File: src/verilog/event_input_regs.svh
`ifndef EVENT_INPUT_REGS_SVH
`define EVENT_INPUT_REGS_SVH

`define EVI_ADDR_CTRL      8'h00
`define EVI_ADDR_STATUS    8'h04
`define EVI_ADDR_MASK      8'h08
`define EVI_ADDR_NOM_FREQ  8'h0c
`define EVI_ADDR_PERIOD    8'h10
`define EVI_ADDR_TSTAMP    8'h14
`define EVI_ADDR_LEVELS    8'h18

`define EVI_CTRL_FN0_LSB   0
`define EVI_CTRL_FN1_LSB   2
`define EVI_CTRL_PSM_BIT   4
`define EVI_CTRL_ANT_BIT   5
`define EVI_CTRL_W         6
`define EVI_CTRL_RST       6'h00

`define EVI_ST_EV0         0
`define EVI_ST_EV1         1
`define EVI_ST_TSYNC       2
`define EVI_ST_FERR        3
`define EVI_ST_ANT         4
`define EVI_ST_W           5
`define EVI_ST_RST         5'h00
`define EVI_MASK_RST       5'h00

`define EVI_CLK_PERIOD_NS  10
`define EVI_MIN_PHASE_NS   50
`define EVI_MAX_FREQ_KHZ   500
`define EVI_MIN_PERIOD_NS  (1000000 / `EVI_MAX_FREQ_KHZ)
`define EVI_MIN_PHASE_CYC  ((`EVI_MIN_PHASE_NS + `EVI_CLK_PERIOD_NS - 1) / `EVI_CLK_PERIOD_NS)
`define EVI_MIN_PERIOD_CYC ((`EVI_MIN_PERIOD_NS + `EVI_CLK_PERIOD_NS - 1) / `EVI_CLK_PERIOD_NS)

`endif

File: src/verilog/event_input_pkg.sv
package event_input_pkg;

  // Function assigned to one event input; the order gives the CTRL field codes.
  typedef enum logic [1:0] {
    fn_none,
    fn_pin_ctrl,
    fn_time_aid,
    fn_freq_aid
  } input_fn_t;

endpackage : event_input_pkg

File: src/verilog/event_input_if.sv
`timescale 1ns/1ps
interface event_input_if #(
  parameter int PERIOD_W = 24
);
  logic                level;
  logic                rise;
  logic                short_phase;
  logic                period_done;
  logic [PERIOD_W-1:0] period;

  modport src (output level, rise, short_phase, period_done, period);
  modport dst (input  level, rise, short_phase, period_done, period);
endinterface : event_input_if

File: src/verilog/event_input_channel.sv
`timescale 1ns/1ps
`include "event_input_regs.svh"
module event_input_channel #(
  parameter int MIN_PHASE_CYC = `EVI_MIN_PHASE_CYC,
  parameter int PERIOD_W      = 24
) (
  input  wire logic   clk,
  input  wire logic   resetn,
  input  wire logic   pin_async,
  event_input_if.src  ch
);
  logic                sync1_ff;
  logic                sync2_ff;
  logic                prev_ff;
  logic                seen_ff;
  logic [PERIOD_W-1:0] phase_cnt_ff;
  logic [PERIOD_W-1:0] period_cnt_ff;
  logic                edge_any;
  logic                rise;

  always_ff @(posedge clk or negedge resetn) begin
    if (!resetn) begin
      sync1_ff <= 1'b0;
      sync2_ff <= 1'b0;
      prev_ff  <= 1'b0;
    end else begin
      sync1_ff <= pin_async;
      sync2_ff <= sync1_ff;
      prev_ff  <= sync2_ff;
    end
  end

  assign edge_any = sync2_ff ^ prev_ff;
  assign rise     = sync2_ff & ~prev_ff;

  // Counters start saturated so the first edge after reset is never judged short.
  always_ff @(posedge clk or negedge resetn) begin
    if (!resetn) begin
      phase_cnt_ff  <= '1;
      period_cnt_ff <= '1;
      seen_ff       <= 1'b0;
    end else begin
      if (edge_any)
        phase_cnt_ff <= PERIOD_W'(1);
      else if (phase_cnt_ff != '1)
        phase_cnt_ff <= phase_cnt_ff + PERIOD_W'(1);
      if (rise)
        period_cnt_ff <= PERIOD_W'(1);
      else if (period_cnt_ff != '1)
        period_cnt_ff <= period_cnt_ff + PERIOD_W'(1);
      if (rise)
        seen_ff <= 1'b1;
    end
  end

  assign ch.level       = sync2_ff;
  assign ch.rise        = rise;
  assign ch.short_phase = edge_any && (phase_cnt_ff < PERIOD_W'(MIN_PHASE_CYC));
  assign ch.period_done = rise && seen_ff;
  assign ch.period      = period_cnt_ff;
endmodule : event_input_channel

File: src/verilog/external_event_input_control.sv
// Implementation choices: the address map and the address-and-strobe port.
`timescale 1ns/1ps
`include "event_input_regs.svh"
module external_event_input_control #(
  parameter int PERIOD_W = 24
) (
  input  wire logic        clk,
  input  wire logic        resetn,
  input  wire logic        event_input_0,
  input  wire logic        event_input_1,
  input  wire logic        auto_active,
  input  wire logic [7:0]  addr,
  input  wire logic [31:0] wdata,
  input  wire logic        wr_en,
  input  wire logic        rd_en,
  output logic      [31:0] rdata,
  output logic             irq,
  output logic             receiver_active,
  output logic             force_off,
  output logic             time_sync_pulse,
  output logic             freq_ref_pulse,
  output logic             antenna_open
);
  event_input_if #(.PERIOD_W(PERIOD_W)) ch0 ();
  event_input_if #(.PERIOD_W(PERIOD_W)) ch1 ();

  event_input_channel #(
    .MIN_PHASE_CYC (`EVI_MIN_PHASE_CYC),
    .PERIOD_W      (PERIOD_W)
  ) u_ch0 (
    .clk       (clk),
    .resetn    (resetn),
    .pin_async (event_input_0),
    .ch        (ch0.src)
  );

  event_input_channel #(
    .MIN_PHASE_CYC (`EVI_MIN_PHASE_CYC),
    .PERIOD_W      (PERIOD_W)
  ) u_ch1 (
    .clk       (clk),
    .resetn    (resetn),
    .pin_async (event_input_1),
    .ch        (ch1.src)
  );

  logic [`EVI_CTRL_W-1:0] ctrl_ff;
  logic [`EVI_ST_W-1:0]   status_ff;
  logic [`EVI_ST_W-1:0]   mask_ff;
  logic [31:0]            nom_freq_ff;
  logic [PERIOD_W-1:0]    period_ff;
  logic [31:0]            tstamp_ff;
  logic [31:0]            timebase_ff;
  logic [31:0]            rdata_ff;
  logic                   receiver_active_ff;
  logic                   force_off_ff;
  logic                   time_sync_ff;
  logic                   freq_ref_ff;
  logic                   antenna_open_ff;

  event_input_pkg::input_fn_t fn0;
  event_input_pkg::input_fn_t fn1;
  logic                   psm_on;
  logic                   ant_en;
  logic                   ev1_en;
  logic                   pin_sel0;
  logic                   pin_sel1;
  logic                   pin_level;
  logic                   time_edge;
  logic                   freq_sel0;
  logic                   freq_sel1;
  logic                   freq_armed;
  logic                   freq_done;
  logic                   freq_bad;
  logic [PERIOD_W-1:0]    freq_period;
  logic                   wr_ctrl;
  logic                   wr_status;
  logic                   wr_mask;
  logic                   wr_nom;
  logic [`EVI_ST_W-1:0]   st_set;
  logic [`EVI_ST_W-1:0]   st_clr;
  logic                   nxt_active;
  logic                   nxt_force_off;
  logic                   nxt_antenna_open;

  assign fn0    = event_input_pkg::input_fn_t'(ctrl_ff[`EVI_CTRL_FN0_LSB +: 2]);
  assign fn1    = event_input_pkg::input_fn_t'(ctrl_ff[`EVI_CTRL_FN1_LSB +: 2]);
  assign psm_on = ctrl_ff[`EVI_CTRL_PSM_BIT];
  assign ant_en = ctrl_ff[`EVI_CTRL_ANT_BIT];
  // Input 1 loses its event function while it serves as the antenna detector.
  assign ev1_en = ~ant_en;

  // Input 0 wins when both inputs nominate the same function.
  assign pin_sel0  = (fn0 == event_input_pkg::fn_pin_ctrl);
  assign pin_sel1  = ~pin_sel0 && ev1_en && (fn1 == event_input_pkg::fn_pin_ctrl);
  assign pin_level = pin_sel0 ? ch0.level : ch1.level;

  // Pin control overrides the on/off cycle while power save runs.
  always_comb begin
    nxt_active    = 1'b1;
    nxt_force_off = 1'b0;
    if (psm_on) begin
      nxt_active = (pin_sel0 || pin_sel1) ? pin_level : auto_active;
    end else if ((pin_sel0 || pin_sel1) && !pin_level) begin
      nxt_active    = 1'b0;
      nxt_force_off = 1'b1;
    end
  end

  always_ff @(posedge clk or negedge resetn) begin
    if (!resetn) begin
      receiver_active_ff <= 1'b1;
      force_off_ff       <= 1'b0;
    end else begin
      receiver_active_ff <= nxt_active;
      force_off_ff       <= nxt_force_off;
    end
  end

  // Time aiding: a rising edge stamps the old time base and realigns it to zero.
  always_comb begin
    if (fn0 == event_input_pkg::fn_time_aid)
      time_edge = ch0.rise;
    else
      time_edge = ev1_en && (fn1 == event_input_pkg::fn_time_aid) && ch1.rise;
  end

  always_ff @(posedge clk or negedge resetn) begin
    if (!resetn) begin
      timebase_ff  <= 32'h0000_0000;
      tstamp_ff    <= 32'h0000_0000;
      time_sync_ff <= 1'b0;
    end else begin
      timebase_ff  <= time_edge ? 32'h0000_0000 : timebase_ff + 32'h0000_0001;
      time_sync_ff <= time_edge;
      if (time_edge)
        tstamp_ff <= timebase_ff;
    end
  end

  // Frequency reference pulses and period capture are only honoured once software has given a nominal frequency.
  assign freq_sel0   = (fn0 == event_input_pkg::fn_freq_aid);
  assign freq_sel1   = ~freq_sel0 && ev1_en && (fn1 == event_input_pkg::fn_freq_aid);
  assign freq_armed  = (nom_freq_ff != 32'h0000_0000);
  assign freq_done   = freq_sel0 ? ch0.period_done : (freq_sel1 && ch1.period_done);
  assign freq_period = freq_sel0 ? ch0.period : ch1.period;
  // Phases under 50 ns or periods under 2 us break the source's limits.
  assign freq_bad    = (freq_sel0 && ch0.short_phase) || (freq_sel1 && ch1.short_phase) ||
                       (freq_done && (freq_period < PERIOD_W'(`EVI_MIN_PERIOD_CYC)));

  always_ff @(posedge clk or negedge resetn) begin
    if (!resetn) begin
      period_ff   <= '0;
      freq_ref_ff <= 1'b0;
    end else begin
      freq_ref_ff <= freq_done && freq_armed;
      if (freq_done && freq_armed)
        period_ff <= freq_period;
    end
  end

  // Antenna detector reads a low level on input 1 as an open circuit.
  assign nxt_antenna_open = ant_en && !ch1.level;

  always_ff @(posedge clk or negedge resetn) begin
    if (!resetn)
      antenna_open_ff <= 1'b0;
    else
      antenna_open_ff <= nxt_antenna_open;
  end

  // Register writes.
  assign wr_ctrl   = wr_en && (addr == `EVI_ADDR_CTRL);
  assign wr_status = wr_en && (addr == `EVI_ADDR_STATUS);
  assign wr_mask   = wr_en && (addr == `EVI_ADDR_MASK);
  assign wr_nom    = wr_en && (addr == `EVI_ADDR_NOM_FREQ);

  always_ff @(posedge clk or negedge resetn) begin
    if (!resetn) begin
      ctrl_ff     <= `EVI_CTRL_RST;
      mask_ff     <= `EVI_MASK_RST;
      nom_freq_ff <= 32'h0000_0000;
    end else begin
      if (wr_ctrl)
        ctrl_ff <= wdata[`EVI_CTRL_W-1:0];
      if (wr_mask)
        mask_ff <= wdata[`EVI_ST_W-1:0];
      if (wr_nom)
        nom_freq_ff <= wdata;
    end
  end

  // Sticky status: a set in the same cycle as its clear wins.
  always_comb begin
    st_set                = '0;
    st_set[`EVI_ST_EV0]   = ch0.rise;
    st_set[`EVI_ST_EV1]   = ev1_en && ch1.rise;
    st_set[`EVI_ST_TSYNC] = time_edge;
    st_set[`EVI_ST_FERR]  = freq_bad;
    st_set[`EVI_ST_ANT]   = nxt_antenna_open && !antenna_open_ff;
    st_clr                = wr_status ? wdata[`EVI_ST_W-1:0] : '0;
  end

  always_ff @(posedge clk or negedge resetn) begin
    if (!resetn)
      status_ff <= `EVI_ST_RST;
    else
      status_ff <= (status_ff & ~st_clr) | st_set;
  end

  // Read data stand in the cycle after the strobe; unmapped addresses read zero.
  always_ff @(posedge clk or negedge resetn) begin
    if (!resetn) begin
      rdata_ff <= 32'h0000_0000;
    end else if (rd_en) begin
      case (addr)
        `EVI_ADDR_CTRL:     rdata_ff <= 32'(ctrl_ff);
        `EVI_ADDR_STATUS:   rdata_ff <= 32'(status_ff);
        `EVI_ADDR_MASK:     rdata_ff <= 32'(mask_ff);
        `EVI_ADDR_NOM_FREQ: rdata_ff <= nom_freq_ff;
        `EVI_ADDR_PERIOD:   rdata_ff <= 32'(period_ff);
        `EVI_ADDR_TSTAMP:   rdata_ff <= tstamp_ff;
        `EVI_ADDR_LEVELS:   rdata_ff <= {29'h0, antenna_open_ff, ch1.level, ch0.level};
        default:            rdata_ff <= 32'h0000_0000;
      endcase
    end else begin
      rdata_ff <= 32'h0000_0000;
    end
  end

  assign rdata           = rdata_ff;
  assign irq             = |(status_ff & mask_ff);
  assign receiver_active = receiver_active_ff;
  assign force_off       = force_off_ff;
  assign time_sync_pulse = time_sync_ff;
  assign freq_ref_pulse  = freq_ref_ff;
  assign antenna_open    = antenna_open_ff;
endmodule : external_event_input_control

File: config.mk
export PLATFORM = sky130hd
export DESIGN_NAME = external_event_input_control
export DESIGN_NICKNAME = d
export VERILOG_FILES = /design/src/verilog/event_input_pkg.sv /design/src/verilog/event_input_if.sv /design/src/verilog/event_input_channel.sv /design/src/verilog/external_event_input_control.sv
export VERILOG_INCLUDE_DIRS = /design/src /design/src/verilog
export SDC_FILE = /design/constraint.sdc
export NUM_CORES = 1
export LEC_CHECK = 0
export BUFFER_PORTS_ARGS = -buffer_cell sky130_fd_sc_hd__buf_2
export CAP_MARGIN = 20
export CORE_MARGIN = 4
export CORE_UTILIZATION = 46
export CTS_BUF_LIST = sky130_fd_sc_hd__clkbuf_4
export DETAILED_ROUTE_END_ITERATION = 7
export GPL_TIMING_DRIVEN = 1
export PLACE_DENSITY = 0.67
export SYNTH_ARGS = -nofsm -noshare
export SYNTH_HDL_FRONTEND = slang
export SYNTH_SLANG_ARGS = --single-unit
File: constraint.sdc
create_clock -name clk -period 3.25 [get_ports clk]
set_input_delay 0.4875 -clock clk [delete_from_list [all_inputs] [get_ports clk]]
set_output_delay 0.4875 -clock clk [all_outputs]
set_load 0.05 [all_outputs]
* Word-level counts from Yosys, hierarchy flattened *
Cells that the tools add are included.

storage, ports and cells
  register bits = 277
  bits of input ports = 47
  output and inout port bits = 38
  logic and storage cells = 119

cells by class
  add/subtract/negate cells = 5
  order comparisons = 3
  eq/ne operators = 16
  multiplexer cells = 21
  bitwise operators = 13
  reductions and logical operators = 36

operator list
  operator               number
  $pmux 32 s7            1
  $mux 24                9
  $add 24x1->24 const B  4
  $ne 24x24->1 const B   4
  $mux 32                2
  $lt 24x3->1 const B    2
  $add 32x1->32 const B  1
  $reduce_bool 32->1     1
  $eq 8x5->1 const B     3
  $lt 24x8->1 const B    1
  $logic_and 1x1->1      23
  $eq 8x4->1 const B     2
  $and 5x5->5            2
  $eq 2x2->1 const B     4
  $eq 8x3->1 const B     1
  $logic_not 8->1        1
  $mux 1                 8
  $reduce_bool 2->1      4
  $mux 5                 1
  $not 1->1              5
  $not 5->5              1
  $or 5x5->5             1
  $reduce_or 5->1        1
  $eq 2x1->1 const B     2
  4 further kinds        10

* Logic depth before layout (Yosys ltp) *
  depth in word-level cells = 9
  gate-level depth with buffers = 10

* Modules after synthesis *
From an unflattened synthesis, not the netlist that was laid out.

unflattened totals
  cell total of the unflattened synthesis = 1299
  area, all modules = 13843.3 um2

by module, submodules not included
  module                        instances  cells an instance  area an instance (um2)
  external_event_input_control  1          711                7957.6
  event_input_channel at u_ch1  1          299                3009.1
  event_input_channel at u_ch0  1          289                2876.5

* Worst setup path before layout *
No wires, ideal clock.

  path kind = register to register
  from = reg u_ch1.period_cnt_ff[0], in the netlist u_ch1.ch.period[0]
  to = reg u_ch1.period_cnt_ff[14], in the netlist u_ch1.ch.period[14]
  setup time = 73 ps
  data arrival time = 2134 ps
  data required time = 3177 ps
  setup slack = 1043 ps
  stages on the path, launching flop included = 7
  path buffers = 1
  period minus slack after synthesis = 2207 ps
  cell sequence = dfstp_2 -> ha_1 -> nand2_1 -> or4_1 -> clkbuf_1 -> or4_1 -> a21oi_1

between the ends
  cells in the longest elaborated chain, start to end = 3
  elaborated cells on any way between the ends = 5

RTL lines
  what                    RTL line                   text
  from (decl)             event_input_channel.sv:17  logic [PERIOD_W-1:0] period_cnt_ff;
  from (signal assigned)  event_input_channel.sv:50  period_cnt_ff <= period_cnt_ff + PERIOD_W'(1);
  $add 24x1->24           event_input_channel.sv:50
  $mux 24                 event_input_channel.sv:49  else if (period_cnt_ff != '1)
  $mux 24                 event_input_channel.sv:47  if (rise)

Parallel ways exist; a longest one is shown, timed or not. The select of a mux whose other input is x is not followed.
A chain may end at the register's enable or synchronous reset.

* Final worst setup path *
Ends and elaborated chain as after synthesis.

==> impl_metrics.env <==
export IMPL_grt_pass1_vias=10500
export IMPL_num_rows=62
export IMPL_syn_inst=1302
export IMPL_viasPerCell=5.66
export IMPL_cts_setup_buffers=0
export IMPL_final_cell_area_sq_mm=0.0154
export IMPL_wirelength_um=33300
export IMPL_hp_class="input pin to register"
export IMPL_slew_limit_headroom_pct=38.6
export IMPL_syn_avg_cell_area_sq_um=10.2
export IMPL_grt_ovfl_total=0
export IMPL_clockBufferDepth=3
export IMPL_worst_slack_ns=0.881
export IMPL_clock_fmax_ghz=0.422
export IMPL_ys_seq_elements=277
export IMPL_placed_area_sq_mm=0.0142
export IMPL_setup_viol=0
export IMPL_fin_setup_tns_ns=0
export IMPL_die_y_um=178
export IMPL_drc=0
export IMPL_port_buffer_count=84
export IMPL_drv_slew=0
export IMPL_grt_use_met1_pct=30.1
export IMPL_dp_hpwl_um=22800
export IMPL_drive_above_1_share_pct=26.1
export IMPL_die_area_sq_mm=0.0317
export IMPL_fin_nets=1500
export IMPL_yosysWarnings=0
export IMPL_clkTransAtPathRegs_ns=0.07
export IMPL_final_antenna_net_count=0
export IMPL_async_flop_share_pct=100
export IMPL_cts_root_buf="clkbuf_4"
export IMPL_peakVddDrop_v=0.000199
export IMPL_grt_max_degree=81
export IMPL_finalPower_mw=7.70
export IMPL_rsz0062_at_grt="no"
export IMPL_synth_distinct_cells=64
export IMPL_final_hold_viol_count=0
export IMPL_synth_ff_type="dfrtp_1"
export IMPL_post_route_period_util_pct=72.9
export IMPL_clk_latency_ns=0.72
export IMPL_syn_area_sq_mm=0.0133
export IMPL_grtUsageTotal_pct=21.3
export IMPL_final_util_pct=53.8
export IMPL_cts_tree="yes"
export IMPL_areaGrowthSynthToFinish_pct=15.8
export IMPL_tightest_slew_ns=0.910
export IMPL_vias=10700
export IMPL_critPathRequiredTime_ns=3.89
export IMPL_dr_first_iter_drc_count=940
export IMPL_worstPathMaxFanout=10
export IMPL_syn_num_nets=1358
export IMPL_cp_arrival_ns=3.01
export IMPL_use_met3_pct=4.45
export IMPL_crit_type="register to register"
export IMPL_io_pins=85
export IMPL_pre_cts_ws_ns=0.773
export IMPL_p_per_area_mw_per_mm2=500
export IMPL_first_pass_iters=8
export IMPL_die_width_um=178
export IMPL_status="complete, no violations"
export IMPL_cts_hold_buf=23
export IMPL_grt_pass1_wl_um=54700
export IMPL_place_congestion=0.943
export IMPL_grt_busiest_layer="met2"
export IMPL_antenna_found_initial=3
export IMPL_coreArea_sq_mm=0.0286
export IMPL_finClkSkew_ns=0.0574
export IMPL_use_met2_pct=32.2
export IMPL_cts_sinks=277
export IMPL_yosysSeqAreaShare_pct=53.0
export IMPL_cts_inserted_buffers=75
export IMPL_htreeDepth=3
export IMPL_cap_violations=0
export IMPL_floorplan_initialDensity_pct=46.5
export IMPL_p_leak_nw=6.59
export IMPL_timing_final_crit_period_ns=2.37
export IMPL_synth_edf_count=0
export IMPL_worstSetupStartpointType="register"
export IMPL_post_drt_wl_per_cell_um=17.7
export IMPL_cts_resized=0
export IMPL_cp_end_kind="register"
-- logic make-up (layout without fill, tap and decap cells) --
| family | Yosys count | in the layout | share of synthesized area, % |
|---|---|---|---|
| simple gates | 574 | 574 | 21.9 |
| compound gates | 190 | 190 | 10.0 |
| xor+xnor | 82 | 82 | 5.40 |
| flops | 277 | 277 | 53.0 |
| other cells | 0 | 4 | 0 |
| fa+ha+maj | 9 | 9 | 0.846 |
| buf+inv | 94 | 286 | 2.76 |
| mux | 76 | 76 | 6.14 |
-- metal layers --
metal / part of all wire (%) / wire, um
met3: 6.3 / 2100
met4: 2.5 / 838
met5: 0 / 0
met1: 45 / 15100
met2: 46 / 15200
-- final cells by class --
class	count	area (sq um)
flip-flops and latches	277	7050
fillers	2561	13200
clock inverters	25	195
diodes	4	10.0
inverters	25	93.8
repair buffers	134	901
well taps	384	480
multi-input cells	931	5910
clock buffers	102	766
-- Yosys cell counts, drive strengths merged (3+ instances only) --
cell type / instances / area [sq um]
nand2: 180 / 676
a211oi: 10 / 75.1
xnor2: 45 / 394
nor3: 24 / 125
clkbuf: 50 / 189
o2111ai: 4 / 35.0
mux2i: 31 / 310
a31oi: 7 / 43.8
o21ai: 38 / 190
nor2: 114 / 428
or3: 11 / 68.8
ha: 9 / 113
nor4: 42 / 284
inv: 25 / 93.8
dfstp: 97 / 2550
buf: 19 / 85.1
or4b: 3 / 33.8
or2: 6 / 37.5
a2111oi: 6 / 83.8
a21oi: 45 / 225
o311ai: 4 / 35.0
and4: 17 / 149
dfrtp: 180 / 4500
a21boi: 4 / 30.0
a221oi: 5 / 43.8
a21o: 3 / 22.5
xor2: 37 / 324
and2: 26 / 163
a22oi: 15 / 113
nand2b: 9 / 56.3
a22o: 3 / 26.3
nand3: 60 / 305
nor3b: 3 / 22.5
nand4: 32 / 213
and3: 14 / 87.6
nor4b: 7 / 61.3
o31ai: 15 / 113
nor2b: 5 / 31.3
or4: 16 / 124
mux2: 45 / 507
a222oi: 21 / 210
-- critical path, stage by stage, from the launching register on --
cell	delay, ns
dfstp_2	0.56
ha_1	0.21
nand2_1	0.22
or4_1	0.69
or4_1	0.50
a21oi_1	0.17
-- path summary, 6_finish.rpt --
check	startpoint	endpoint	slack, ns	cells after the start
setup reg to reg	u_ch1.ch.period[0]$_DFFE_PN1P_	u_ch1.ch.period[14]$_DFFE_PN1P_	0.88	5
max in group asynchronous	resetn	u_ch1.phase_cnt_ff[3]$_DFFE_PN1P_	1.94	3
min in group asynchronous	resetn	ctrl_ff[3]$_DFFE_PN0P_	0.41	2
hold reg to reg	u_ch0.sync1_ff$_DFF_PN0_	u_ch0.ch.level$_DFF_PN0_	0.36	0
setup / recovery	u_ch1.ch.period[0]$_DFFE_PN1P_	u_ch1.ch.period[14]$_DFFE_PN1P_	0.88	5
hold / removal	wdata[6]	nom_freq_ff[6]$_DFFE_PN0P_	0.05	2
-- placed cells by master (no fill, tap or decap), drive strengths merged, types with 23 or more instances in the layout --
| cell type | synthesis | routed |
|---|---|---|
| clkbuf | 50 | 102 |
| and2 | 26 | 26 |
| mux2 | 45 | 45 |
| nand2 | 180 | 180 |
| nor2 | 114 | 114 |
| nand4 | 32 | 32 |
| nor4 | 42 | 42 |
| o21ai | 38 | 38 |
| inv | 25 | 27 |
| xnor2 | 45 | 45 |
| nand3 | 60 | 60 |
| dfstp | 97 | 97 |
| a21oi | 45 | 45 |
| dfrtp | 180 | 180 |
| mux2i | 31 | 31 |
| xor2 | 37 | 37 |
| buf | 19 | 111 |
| nor3 | 24 | 24 |
| dlygate4sd3 | 0 | 23 |
-- flip-flops by register name (all words and copies together) (netlist names), 5 cells and up --
name                count
u_ch0.ch.period        24
ctrl_ff                 6
u_ch1.phase_cnt_ff     24
nom_freq_ff            32
u_ch0.phase_cnt_ff     24
u_ch1.ch.period        24
rdata                  32
status_ff               5
tstamp_ff              32
timebase_ff            32
mask_ff                 5
period_ff              24
-- stage by stage --
stage	std cells	hold slack (ns)
6_report	1882	0.0505
5_1_grt	1881	0.0144
4_1_cts	1878	0.0113
3_5_place_dp	1728	0.350
3_3_place_gp	1728	0.362
2_1_floorplan	1302	0.192
-- where the power goes --
part | switching [mW] | internal (mW) | total (mW)
clock | 1.45 | 1.70 | 3.15
combinational | 0.381 | 0.263 | 0.644
sequential | 0.224 | 3.68 | 3.90
Power figures use the tool's default switching activity.
